==> config.mk <==
export PLATFORM = sky130hd
export DESIGN_NAME = media_select_rx_address_filter
export DESIGN_NICKNAME = d
export VERILOG_FILES = /design/src/media_filter_pkg.sv /design/src/media_select_rx_address_filter.sv /design/src/hash_crc.sv
export SDC_FILE = /design/constraint.sdc
export NUM_CORES = 1
export LEC_CHECK = 0
export ABC_CLOCK_PERIOD_IN_PS = 4350
export BUFFER_PORTS_ARGS = -buffer_cell sky130_fd_sc_hd__buf_2
export CAP_MARGIN = 20
export CORE_MARGIN = 2
export CORE_UTILIZATION = 55
export CTS_CLUSTER_SIZE = 10
export DETAILED_ROUTE_END_ITERATION = 7
export PLACE_DENSITY = 0.74
export RECOVER_POWER = 25
export SKIP_CTS_REPAIR_TIMING = 1
export SYNTH_ARGS = -nofsm -noshare
export SYNTH_HDL_FRONTEND = slang
export SYNTH_SLANG_ARGS = --single-unit
==> constraint.sdc <==
create_clock -name hclk -period 4.35 [get_ports hclk]
set_clock_uncertainty 0.1 [all_clocks]
set_input_delay 0.2175 -clock hclk [delete_from_list [all_inputs] [get_ports hclk]]
set_output_delay 0.2175 -clock hclk [all_outputs]
set_load 0.02 [all_outputs]
==> src/media_filter_pkg.sv <==
// Constants, types and register map of the media select and receive filter block.
package media_filter_pkg;

    // Register byte offsets on the AHB-Lite slave.
    localparam logic [7:0] OFS_CONFIG   = 8'h00;
    localparam logic [7:0] OFS_PORTS    = 8'h04;
    localparam logic [7:0] OFS_COMMAND  = 8'h08;
    localparam logic [7:0] OFS_FILTER   = 8'h0c;
    localparam logic [7:0] OFS_ADDR_LO  = 8'h10;
    localparam logic [7:0] OFS_ADDR_HI  = 8'h14;
    localparam logic [7:0] OFS_MAC      = 8'h18;
    localparam logic [7:0] OFS_LINE     = 8'h1c;
    localparam logic [7:0] OFS_PHY_STAT = 8'h20;
    localparam logic [7:0] OFS_ADVERT   = 8'h24;
    localparam logic [7:0] OFS_PARTNER  = 8'h28;

    // Field positions.
    localparam int PORT_LSB       = 20;
    localparam int AUTO_PORT_BIT  = 24;
    localparam int TWO_WAY_BIT    = 0;
    localparam int PULSE_CHK_BIT  = 0;
    localparam int LINK_BIT       = 1;
    localparam int CARRIER_BIT    = 2;
    localparam int DUPLEX_BIT     = 3;
    localparam int NEG_DONE_BIT   = 5;
    localparam int F_OWN          = 0;
    localparam int F_GROUPS       = 1;
    localparam int F_STATIONS     = 2;
    localparam int F_EVERYTHING   = 3;
    localparam int F_HASHED       = 4;
    localparam int CMD_LSB        = 11;
    localparam int HASH_VAL_BIT   = 8;

    // Command codes written to the command register.
    localparam logic [4:0] CMD_RX_RESET   = 5'h01;
    localparam logic [4:0] CMD_TX_RESET   = 5'h02;
    localparam logic [4:0] CMD_RX_ON      = 5'h03;
    localparam logic [4:0] CMD_TX_ON      = 5'h04;
    localparam logic [4:0] CMD_LOAD_FILT  = 5'h05;
    localparam logic [4:0] CMD_HASH_ENTRY = 5'h06;

    // Serial EEPROM word addresses loaded after reset.
    localparam logic [5:0] EE_STATION0  = 6'h00;
    localparam logic [5:0] EE_CONFIG_LO = 6'h0d;
    localparam logic [5:0] EE_CONFIG_HI = 6'h0e;
    localparam logic [5:0] EE_PORTS     = 6'h13;
    localparam logic [2:0] EE_LAST_IDX  = 3'd5;

    // Reset values.
    localparam logic [31:0] CONFIG_RESET = 32'h0000_0000;
    localparam logic [15:0] ADVERT_RESET = 16'h01e1;
    localparam logic [3:0]  PORT_AUTONEG = 4'h8;

    // Ethernet frame check polynomial, reflected.
    localparam logic [31:0] CRC_POLY = 32'hedb8_8320;
    localparam logic [31:0] CRC_INIT = 32'hffff_ffff;

    // Negotiation timing.
    localparam int CLK_MHZ             = 100;
    localparam int AN_START_US         = 10;
    localparam int AN_START_CYCLES     = AN_START_US * CLK_MHZ;
    localparam int FLP_INTERVAL_US     = 16000;
    localparam int FLP_INTERVAL_CYCLES = FLP_INTERVAL_US * CLK_MHZ;

    typedef struct packed {
        logic       valid;
        logic       sof;
        logic [7:0] data;
    } rx_byte_t;

    typedef struct packed {
        logic        valid;
        logic [15:0] data;
    } word_msg_t;

    typedef struct packed {
        logic valid;
        logic accept;
    } verdict_t;

    typedef enum logic [2:0] {
        LD_ASK  = 3'b001,
        LD_WAIT = 3'b010,
        LD_DONE = 3'b100
    } load_state_t;

endpackage : media_filter_pkg

==> src/media_select_rx_address_filter.sv <==
// Media port selection, receive address filter and duplex control behind AHB-Lite.
`timescale 1ns/1ps
`default_nettype none
module media_select_rx_address_filter #(
    parameter int FLP_INTERVAL = media_filter_pkg::FLP_INTERVAL_CYCLES
) (
    input  wire logic                        hclk,
    input  wire logic                        hresetn,
    input  wire logic                        hsel,
    input  wire logic [31:0]                 haddr,
    input  wire logic [1:0]                  htrans,
    input  wire logic                        hwrite,
    input  wire logic [2:0]                  hsize,
    input  wire logic [31:0]                 hwdata,
    input  wire logic                        hready,
    output logic                             hreadyout,
    output logic                             hresp,
    output logic      [31:0]                 hrdata,
    output logic                             ee_req,
    output logic      [5:0]                  ee_addr,
    input  wire media_filter_pkg::word_msg_t ee_reply,
    output logic                             flp_burst,
    output logic      [15:0]                 flp_word,
    input  wire media_filter_pkg::word_msg_t partner_page,
    input  wire logic                        link_present,
    input  wire logic                        carrier_seen,
    output logic                             link_pulse_check_on,
    output logic      [3:0]                  port_choice,
    input  wire media_filter_pkg::rx_byte_t  rx_in,
    output media_filter_pkg::verdict_t       rx_verdict,
    output logic                             receiver_reset_cmd,
    output logic                             transmitter_reset_cmd,
    output logic                             rx_running,
    output logic                             tx_running,
    output logic                             full_duplex,
    input  wire logic                        tx_request,
    input  wire logic                        rx_active,
    input  wire logic                        tx_active,
    input  wire logic                        collision,
    output logic                             tx_go,
    output logic                             collision_backoff
);
    import media_filter_pkg::*;

    ////////////////////////////////////////////////////////////////////////////
    // Bus slave.
    logic [31:0]  board_config_word;
    logic [15:0]  installed_ports;
    logic [4:0]   accept_filter;
    logic [47:0]  own_unicast_addr;
    logic         two_way_enable;
    logic [15:0]  advert_reg;
    logic [15:0]  partner_ability_reg;
    logic         negotiation_done;
    logic         d_write;
    logic         d_read;
    logic [7:0]   d_addr;
    logic         wr_en;
    logic [4:0]   cmd_op;
    logic [10:0]  cmd_arg;
    logic         cmd_en;

    // Zero wait states, so the slave never stalls and always answers OKAY.
    assign hreadyout = 1'b1;
    assign hresp     = 1'b0;

    // Address phase is captured; only whole-word transfers are expected.
    always_ff @(posedge hclk or negedge hresetn) begin
        if (!hresetn) begin
            d_write <= 1'b0;
            d_read  <= 1'b0;
            d_addr  <= 8'h00;
        end else if (hready) begin
            d_write <= hsel && htrans[1] && hwrite;
            d_read  <= hsel && htrans[1] && !hwrite;
            d_addr  <= {haddr[7:2], 2'b00};
        end
    end

    assign wr_en   = d_write;
    assign cmd_en  = wr_en && (d_addr == OFS_COMMAND);
    assign cmd_op  = hwdata[CMD_LSB +: 5];
    assign cmd_arg = hwdata[10:0];

    // Read mux of register state and the live line inputs; a read right after a write sees the new value.
    always_comb begin
        hrdata = 32'h0000_0000;
        if (!d_read) begin
            hrdata = 32'h0000_0000;
        end else if (d_addr == OFS_CONFIG) begin
            hrdata = board_config_word;
        end else if (d_addr == OFS_PORTS) begin
            hrdata = {16'h0000, installed_ports};
        end else if (d_addr == OFS_FILTER) begin
            hrdata = {27'h0, accept_filter};
        end else if (d_addr == OFS_ADDR_LO) begin
            hrdata = own_unicast_addr[31:0];
        end else if (d_addr == OFS_ADDR_HI) begin
            hrdata = {16'h0000, own_unicast_addr[47:32]};
        end else if (d_addr == OFS_MAC) begin
            hrdata = {31'h0, two_way_enable};
        end else if (d_addr == OFS_LINE) begin
            hrdata = {28'h0, full_duplex, carrier_seen, link_present, link_pulse_check_on};
        end else if (d_addr == OFS_PHY_STAT) begin
            hrdata = {26'h0, negotiation_done, 5'h00};
        end else if (d_addr == OFS_ADVERT) begin
            hrdata = {16'h0000, advert_reg};
        end else if (d_addr == OFS_PARTNER) begin
            hrdata = {16'h0000, partner_ability_reg};
        end
    end

    ////////////////////////////////////////////////////////////////////////////
    // EEPROM load after reset.
    load_state_t ld_state;
    logic [2:0]  ld_idx;
    logic        ld_take;

    assign ee_req  = (ld_state == LD_WAIT);
    assign ld_take = ee_req && ee_reply.valid;

    // Walks station words, config halves and the installed ports word once.
    always_ff @(posedge hclk or negedge hresetn) begin
        if (!hresetn) begin
            ld_state <= LD_ASK;
            ld_idx   <= 3'd0;
            ee_addr  <= 6'h00;
        end else begin
            case (ld_state)
                LD_ASK: begin
                    if (ld_idx < 3'd3) begin
                        ee_addr <= EE_STATION0 + {4'h0, ld_idx[1:0]};
                    end else if (ld_idx == 3'd3) begin
                        ee_addr <= EE_CONFIG_LO;
                    end else if (ld_idx == 3'd4) begin
                        ee_addr <= EE_CONFIG_HI;
                    end else begin
                        ee_addr <= EE_PORTS;
                    end
                    ld_state <= LD_WAIT;
                end
                LD_WAIT: begin
                    if (ee_reply.valid) begin
                        ld_idx   <= ld_idx + 3'd1;
                        ld_state <= (ld_idx == EE_LAST_IDX) ? LD_DONE : LD_ASK;
                    end
                end
                LD_DONE: begin
                    ld_state <= LD_DONE;
                end
                default: begin
                    ld_state <= LD_DONE;
                end
            endcase
        end
    end

    // Software write to the config word loses to a load in the same cycle.
    always_ff @(posedge hclk or negedge hresetn) begin
        if (!hresetn) begin
            board_config_word <= CONFIG_RESET;
        end else if (ld_take && ld_idx == 3'd3) begin
            board_config_word[15:0] <= ee_reply.data;
        end else if (ld_take && ld_idx == 3'd4) begin
            board_config_word[31:16] <= ee_reply.data;
        end else if (wr_en && d_addr == OFS_CONFIG) begin
            board_config_word <= hwdata;
        end
    end

    assign port_choice = board_config_word[PORT_LSB +: 4];

    // Installed ports is read-only to software.
    always_ff @(posedge hclk or negedge hresetn) begin
        if (!hresetn) begin
            installed_ports <= 16'h0000;
        end else if (ld_take && ld_idx == EE_LAST_IDX) begin
            installed_ports <= ee_reply.data;
        end
    end

    // Station address, first wire byte in the low bits.
    always_ff @(posedge hclk or negedge hresetn) begin
        if (!hresetn) begin
            own_unicast_addr <= 48'h0;
        end else if (ld_take && ld_idx < 3'd3) begin
            own_unicast_addr[ld_idx*16 +: 16] <= ee_reply.data;
        end else if (wr_en && d_addr == OFS_ADDR_LO) begin
            own_unicast_addr[31:0] <= hwdata;
        end else if (wr_en && d_addr == OFS_ADDR_HI) begin
            own_unicast_addr[47:32] <= hwdata[15:0];
        end
    end

    ////////////////////////////////////////////////////////////////////////////
    // Commands, MAC settings and line state.
    logic [255:0] hash_table;

    // Filter is only loaded by command; plain writes to its offset are ignored.
    always_ff @(posedge hclk or negedge hresetn) begin
        if (!hresetn) begin
            accept_filter <= 5'h00;
        end else if (cmd_en && cmd_op == CMD_LOAD_FILT) begin
            accept_filter <= cmd_arg[4:0];
        end
    end

    // One table entry per command: index in the low byte, value above it.
    always_ff @(posedge hclk or negedge hresetn) begin
        if (!hresetn) begin
            hash_table <= 256'h0;
        end else if (cmd_en && cmd_op == CMD_HASH_ENTRY) begin
            hash_table[cmd_arg[7:0]] <= cmd_arg[HASH_VAL_BIT];
        end
    end

    // Reset commands pulse for one cycle and stop the path until re-enabled.
    always_ff @(posedge hclk or negedge hresetn) begin
        if (!hresetn) begin
            receiver_reset_cmd    <= 1'b0;
            transmitter_reset_cmd <= 1'b0;
            rx_running            <= 1'b0;
            tx_running            <= 1'b0;
        end else begin
            receiver_reset_cmd    <= cmd_en && cmd_op == CMD_RX_RESET;
            transmitter_reset_cmd <= cmd_en && cmd_op == CMD_TX_RESET;
            if (cmd_en && cmd_op == CMD_RX_RESET) begin
                rx_running <= 1'b0;
            end else if (cmd_en && cmd_op == CMD_RX_ON) begin
                rx_running <= 1'b1;
            end
            if (cmd_en && cmd_op == CMD_TX_RESET) begin
                tx_running <= 1'b0;
            end else if (cmd_en && cmd_op == CMD_TX_ON) begin
                tx_running <= 1'b1;
            end
        end
    end

    // Software-owned settings.
    always_ff @(posedge hclk or negedge hresetn) begin
        if (!hresetn) begin
            two_way_enable      <= 1'b0;
            link_pulse_check_on <= 1'b0;
            advert_reg          <= ADVERT_RESET;
        end else if (wr_en) begin
            if (d_addr == OFS_MAC) begin
                two_way_enable <= hwdata[TWO_WAY_BIT];
            end
            if (d_addr == OFS_LINE) begin
                link_pulse_check_on <= hwdata[PULSE_CHK_BIT];
            end
            if (d_addr == OFS_ADVERT) begin
                advert_reg <= hwdata[15:0];
            end
        end
    end

    ////////////////////////////////////////////////////////////////////////////
    // Auto-negotiation: starts on its own and repeats bursts at a fixed spacing.
    logic [31:0] an_count;
    logic        an_started;

    always_ff @(posedge hclk or negedge hresetn) begin
        if (!hresetn) begin
            an_count   <= 32'h0;
            an_started <= 1'b0;
            flp_burst  <= 1'b0;
            flp_word   <= 16'h0000;
        end else begin
            flp_burst <= 1'b0;
            if (!an_started && an_count == 32'(AN_START_CYCLES - 1)) begin
                an_started <= 1'b1;
                an_count   <= 32'h0;
                flp_burst  <= 1'b1;
                flp_word   <= advert_reg;
            end else if (an_started && an_count == 32'(FLP_INTERVAL - 1)) begin
                an_count  <= 32'h0;
                flp_burst <= 1'b1;
                flp_word  <= advert_reg;
            end else begin
                an_count <= an_count + 32'h1;
            end
        end
    end

    // A partner page is only heard once bursts have begun.
    always_ff @(posedge hclk or negedge hresetn) begin
        if (!hresetn) begin
            partner_ability_reg <= 16'h0000;
            negotiation_done    <= 1'b0;
        end else if (an_started && partner_page.valid) begin
            partner_ability_reg <= partner_page.data;
            negotiation_done    <= 1'b1;
        end
    end

    ////////////////////////////////////////////////////////////////////////////
    // Receive address filter, decided on the sixth destination byte.
    logic [2:0]  byte_cnt;
    logic [47:0] dest;
    logic [47:0] dest_full;
    logic [31:0] crc_next;
    logic        last_dest;
    logic        hit_own;
    logic        hit_stations;
    logic        is_group;
    logic        hit_hash;

    hash_crc u_hash_crc (
        .hclk     (hclk),
        .hresetn  (hresetn),
        .clear    (rx_in.valid && rx_in.sof),
        .step     (rx_in.valid && byte_cnt < 3'd6),
        .byte_in  (rx_in.data),
        .crc_next (crc_next)
    );

    // Byte count restarts on every frame start.
    always_ff @(posedge hclk or negedge hresetn) begin
        if (!hresetn) begin
            byte_cnt <= 3'd6;
            dest     <= 48'h0;
        end else if (rx_in.valid && rx_in.sof) begin
            byte_cnt <= 3'd1;
            dest     <= {40'h0, rx_in.data};
        end else if (rx_in.valid && byte_cnt < 3'd6) begin
            byte_cnt                <= byte_cnt + 3'd1;
            dest[byte_cnt*8 +: 8]   <= rx_in.data;
        end
    end

    assign last_dest    = rx_in.valid && !rx_in.sof && byte_cnt == 3'd5;
    assign dest_full    = {rx_in.data, dest[39:0]};
    assign hit_own      = accept_filter[F_OWN] && dest_full == own_unicast_addr;
    assign hit_stations = accept_filter[F_STATIONS] && (&dest_full);
    assign is_group     = dest_full[0];
    assign hit_hash     = accept_filter[F_HASHED] && hash_table[crc_next[7:0]];

    // Verdict pulse one cycle after the last destination byte.
    always_ff @(posedge hclk or negedge hresetn) begin
        if (!hresetn) begin
            rx_verdict <= '0;
        end else begin
            rx_verdict.valid  <= last_dest && rx_running;
            rx_verdict.accept <= accept_filter[F_EVERYTHING]
                              || hit_own
                              || hit_stations
                              || (is_group && accept_filter[F_GROUPS])
                              || (is_group && hit_hash);
        end
    end

    ////////////////////////////////////////////////////////////////////////////
    // Duplex: the two-way bit decides in every port choice; software sets it.
    assign full_duplex = two_way_enable;

    // Half duplex defers to carrier and reception; full duplex ignores both.
    assign tx_go = tx_running && tx_request
                && (full_duplex || (!carrier_seen && !rx_active));
    assign collision_backoff = !full_duplex && tx_active && collision;

endmodule : media_select_rx_address_filter
`default_nettype wire

==> src/hash_crc.sv <==
// Byte-serial Ethernet CRC used to index the multicast hash table.
`timescale 1ns/1ps
`default_nettype none
module hash_crc (
    input  wire logic        hclk,
    input  wire logic        hresetn,
    input  wire logic        clear,
    input  wire logic        step,
    input  wire logic [7:0]  byte_in,
    output logic      [31:0] crc_next
);
    import media_filter_pkg::*;

    logic [31:0] crc;
    logic [31:0] seed;

    // A frame start seeds from the initial value instead of the last frame's sum.
    assign seed = clear ? CRC_INIT : crc;

    // Bits enter least significant first, as they leave the wire.
    always_comb begin
        crc_next = seed;
        for (int i = 0; i < 8; i++) begin
            if (crc_next[0] ^ byte_in[i]) begin
                crc_next = (crc_next >> 1) ^ CRC_POLY;
            end else begin
                crc_next = crc_next >> 1;
            end
        end
    end

    // Clear folds the first destination byte into a fresh sum, so all six bytes count.
    always_ff @(posedge hclk or negedge hresetn) begin
        if (!hresetn) begin
            crc <= CRC_INIT;
        end else if (clear || step) begin
            crc <= crc_next;
        end
    end

endmodule : hash_crc
`default_nettype wire

# Word level (Yosys, flattened, before mapping)
# Index checks and enable logic that the tools add are counted.
# totals
reg_bits	551
latchBits	0
mem_bits_rw	0
rom_bits	0
input_bits	124
output_inout_bits	72
n_memories	0
# classes
n_addsub	5
n_mul	0
div_mod_pow	0
order_cmp	5
n_eq_ne	28
shifts	4
mux	55
n_bitwise	17
reduce_logical	66
# op_table
operator	count
$mux 32	18
$bwmux 256	1
$mux 16	13
$mux 48	3
$not 13->14	8
$bwmux 48	2
$eq 48x48->1	1
$reduce_and 48->1	1
$shift 16x34->48 const A	1
$shift 8x34->48 const A	1
$shiftx 16x34->48	1
$shiftx 8x34->48	1
$logic_and 1x1->1	37
$neg 6->34	1
$neg 7->34	1
$add 32x1->32 const B	1
$eq 32x10->1 const B	1
$eq 32x21->1 const B	1
$eq 6x3->1 const B	4
$eq 6x4->1 const B	3
$lt 8x9->1 const B	2
$reduce_bool 2->1	8
$eq 5x3->1 const B	3
$mux 5	3
24 further kinds	64

# Logic depth before layout (Yosys ltp)
# logic_depth
word_depth	23
ltp_mapped	15

# Modules after synthesis
# Synthesis repeated with hierarchy kept, for this count alone.
# hier_totals
cells_unflattened	2512
area_unflattened_um2	28035.6
# modules_own_cells
module	n_inst	cells_per_inst	area_each_um2	seq_area_each_um2
media_select_rx_address_filter	1	2240	25512.0	12747.2
hash_crc	1	272	2523.7	840.8

# Worst setup path after synthesis
# No wires, ideal clock.
# synth_timing
kind	flip-flop to flip-flop
from	register u_hash_crc.crc[2]
to	register rx_verdict[0] (netlist bit)
setup_ns	0.131
arrival_time_ns	2.718
t_required_ns	4.119
slack_ns	1.400
stages_incl_launch_ff	13
n_path_buf	3
path_cell_list	dfstp_2 -> buf_2 -> xnor2_1 -> or3_1 -> buf_6 -> nand2_8 -> buf_12 -> mux4_1 -> mux2_2 -> a22oi_1 -> a211oi_1 -> o21ai_1 -> o211ai_2
# synth_between
elab_chain_len	17
# synth_rtl
item	line	rtl
from (decl)	hash_crc.sv:14	logic [31:0] crc;
from (signal assigned)	hash_crc.sv:37	crc <= crc_next;
$mux 32 (*)	hash_crc.sv:18	assign seed = clear ? CRC_INIT : crc;
$mux 32 (*) (2 in a row)	hash_crc.sv:24	if (crc_next[0] ^ byte_in[i]) begin
$xor 1x1->1 (*)	hash_crc.sv:24	
$mux 32 (*)	hash_crc.sv:24	
$not 13->14 (no source line)	n/a	
$mux 32 (*) (3 in a row)	hash_crc.sv:24	
$not 13->14 (no source line)	n/a	
$mux 32 (*) (2 in a row)	hash_crc.sv:24	
$bmux 1 s8 (*)	media_select_rx_address_filter.sv:338	assign hit_hash = accept_filter[F_HASHED] && hash_table[crc_next[7:0]];
$mux 1 (implied by the code) (*)	media_select_rx_address_filter.sv:338	
$logic_and 1x1->1 (*)	media_select_rx_address_filter.sv:338	
$logic_and 1x1->1 (*)	media_select_rx_address_filter.sv:350	|| (is_group && hit_hash);
$logic_or 1x1->1 (*)	media_select_rx_address_filter.sv:350	
to (decl)	media_select_rx_address_filter.sv:30	output media_filter_pkg::verdict_t rx_verdict,
# Mark *: on every way between the ends. The rest lies on a longest branch, timed or not. The select of a mux whose other input is x is not followed.
# A chain may end at the register's enable or synchronous reset.

# Worst setup path after layout
# Ends and elaborated chain as after synthesis.

==> summary.txt <==
die height: 230.5 um
Starting DRT DRC Count: 2854
final wirelength: 89720 um
Clk pwr share: 28.5%
synthesis warning total: 0
Hold Crit Class: primary input to register
antenna violations before repair: 4
Worst-path clk slew: 0.06 ns
number of global-route vias before repair: 23250
ys flop type: dfrtp_1
Crit path largest cell delay: 0.60 ns
cell count after synthesis: 2800
reg-to-reg endpoint: rx_verdict[0]
Max Cap Violations: 1
Internal Power: 10.61 mW
worst r2r src: u_hash_crc.crc[2]
proportion of layout cells with a drive suffix above 1: 18.34%
Routed Antenna Nets: 0
Netlist Area Pre-Place: 28220 um2
pin count of the biggest net entering global routing: 144
Max VDD drop: 0.4404 mV
Die Width: 230.5 um
gr usage total: 32.59%
Post-synth EDFFs: 0
Sw Pwr: 6.251 mW
slowest cell on the critical path: dfstp_2
fin crit period: 3.657 ns
Levels on crit path: 10
Final Hold Vio Count: 0
WP data arrival: 4.09 ns
vias post-DR: 24190
final core area utilization: 63.49%
CP Capture Type: register
Largest Register: hash_table
first drt pass iteration count: 8
Synth Area per Inst: 10.08 um2
clk sinks: 541
Synth cell types: 89
CP endpoint: rx_verdict[0]
Synth top area share: 44.43%
Synth area leader: dfrtp_1
status: finished with violations
most common library cells after synthesis: dfrtp_1 (501), nand2_1 (384), nand3_1 (225)
Largest register FFs: 256
Max Root-Sink Buffers: 3
combinational share of power: 35.6%
Worst-Skew Late Latency: 0.65 ns
RSZ-0062 raised after global routing: false
area of the core: 50990 um2
sequential area share after synthesis: 48.15%
Sw Ratio: 37.06%
first-pass GRT wire length: 133700 um
CP bufs+invs: 1
Avg WL per Cell: 24.09 um
# nets final: 3128
Setup Crit Path Kind: register to register
placed cell area: 29590 um2
failing checks: max-capacitance violations, max-slew violations
fillcell total: 3955
final setup TNS: 0 ns
Top Registers: hash_table (256), own_unicast_addr (48), dest (40)
post-route cell area: 32370 um2
synth top area cells: dfrtp_1 (44%), mux2_2 (6.7%), nand2_1 (5.1%), nand3_1 (4.0%), o21ai_0 (3.9%)
Final Cycle Share: 84.06%
WP data required: 4.78 ns
#FFs+latches synth: 541
drt drc: 0
reg-to-reg slack, setup: 0.69 ns
GR Overflow Total: 0
CP startpoint kind: register
Vias/cell: 6.495
most common cell in the netlist: dfrtp_1
count of final setup violators: 0
dpl hpwl: 57440 um
cells on worst reg2reg path: 10
Top Ports: 196
max_slew headroom: -118.8%
die area: 53140 um2
crit-path cells: xnor2_1 -> or3_1 -> nand2_8 -> buf_12 -> mux4_1 -> mux2i_1 -> o22ai_1 -> nand4b_1 -> nand4_1 -> o211ai_2
Top Family by Delay on Critical Path: simple AND/OR/NAND/NOR gates
Least-Margin Pin Slew: 3.282 ns
Clock H-tree levels: 2
CTS tree: built
Initial Utilization: 55.34%
routability congestion estimate: 0.9566
Async SR Flop Fraction: 100.0%
fin. max-slew vios: 113
port bufs: 162
critical path fanouts, max: 33
LEAKAGE: 15.39 nW
Power per Cell Area: 521.0 nW/um2
P&R area growth vs syn: 14.72%
row count: 83
CP startpoint: u_hash_crc.crc[2]
Reg power frac: 35.9%
maximum clock rate: 0.2735 GHz
Clock Tree Root: clkbuf_16
Inserted Clock Buffers: 61
[per-layer routing]
metal  track usage, %  vias to the layer above  routed length, um
li1                 -                    10380                  -
met1            41.41                    11910              33320
met2            52.43                     1469              42340
met3            6.905                      420               8641
met4            17.74                        6               5379
met5                0                        -                 34
[power by group through the flow]
stage	Sequential [mW]	Combinational [mW]	Clock (mW)
3_3_place_gp	6.10	5.63	0
6_report	6.05	6.00	4.81
3_5_place_dp	6.12	5.73	0
2_1_floorplan	5.91	4.23	0
5_1_grt	6.09	6.35	5.05
4_1_cts	6.04	5.78	4.84
[placed cells by master (no fill, tap or decap), drive strengths merged, types with 14 or more instances in the layout]
cell type	count
o21ai	226
xor2	57
clkbuf	141
a22o	22
xnor2	93
nor3	35
nand2	386
and3	32
inv	26
nor4	19
a22oi	94
a31oi	15
nand4	37
mux2i	59
a221o	15
mux2	168
nor2	218
ha	14
buf	212
mux4	51
a21oi	115
dfstp	40
nand3	225
dfrtp	501
dlygate4sd3	99
[worst register-to-register path: cells and delay by family (launching register included)]
family | cells | cell delay (ns)
compound gates | 2 | 0.24
xor+xnor | 1 | 0.14
simple gates | 4 | 1.28
mux | 2 | 0.95
buf+inv | 1 | 0.23
flops | 1 | 0.60
[through the flow]
stage	power, mW	hold slack (ns)	setup WS, ns	cells
floorplan	10.13	-0.1781	1.400	2801
finish	16.87	0.01097	0.6934	3724
global route	17.49	0.01990	0.5804	3724
global placement	11.73	0.2585	0.7638	3504
detailed placement	11.85	0.2651	0.7266	3504
CTS	16.66	-0.3949	0.7110	3620
[cells by family after synthesis]
group | after synthesis | share of synthesized area, %
simple gates | 1007 | 16.23
compound gates | 566 | 12.58
other cells | 2 | 0.02661
buf+inv | 238 | 4.039
xor+xnor | 154 | 5.099
mux | 278 | 13.25
flops | 541 | 48.15
fa+ha+maj | 14 | 0.6207
[worst min path at each step]
stage,from,slack [ns],depth (start not counted),end
3_3_place_gp,hresetn,0.26,1,ee_addr[1]
4_1_cts,hresetn,-0.39,1,board_config_word[20]
6_report,rx_in[4],0.01,3,dest[36]
2_1_floorplan,hresetn,-0.18,0,accept_filter[0]
3_5_place_dp,hresetn,0.27,1,ee_addr[3]
5_1_grt,hwdata[7],0.02,2,advert_reg[7]
[final cells by class]
class                      count  area (um2)  share of cell area, %
multi-input combinational   2022       13580                  41.94
antenna                        1       2.502               0.007729
clock inverter                 5       72.57                 0.2242
timing repair buffer         341        2464                  7.610
sequential                   541       13590                  41.97
tap                          680       850.8                  2.628
clock buffer                 111        1734                  5.357
inverter                      23       86.33                 0.2667
Note: power is estimated with default switching activity, not from simulation.
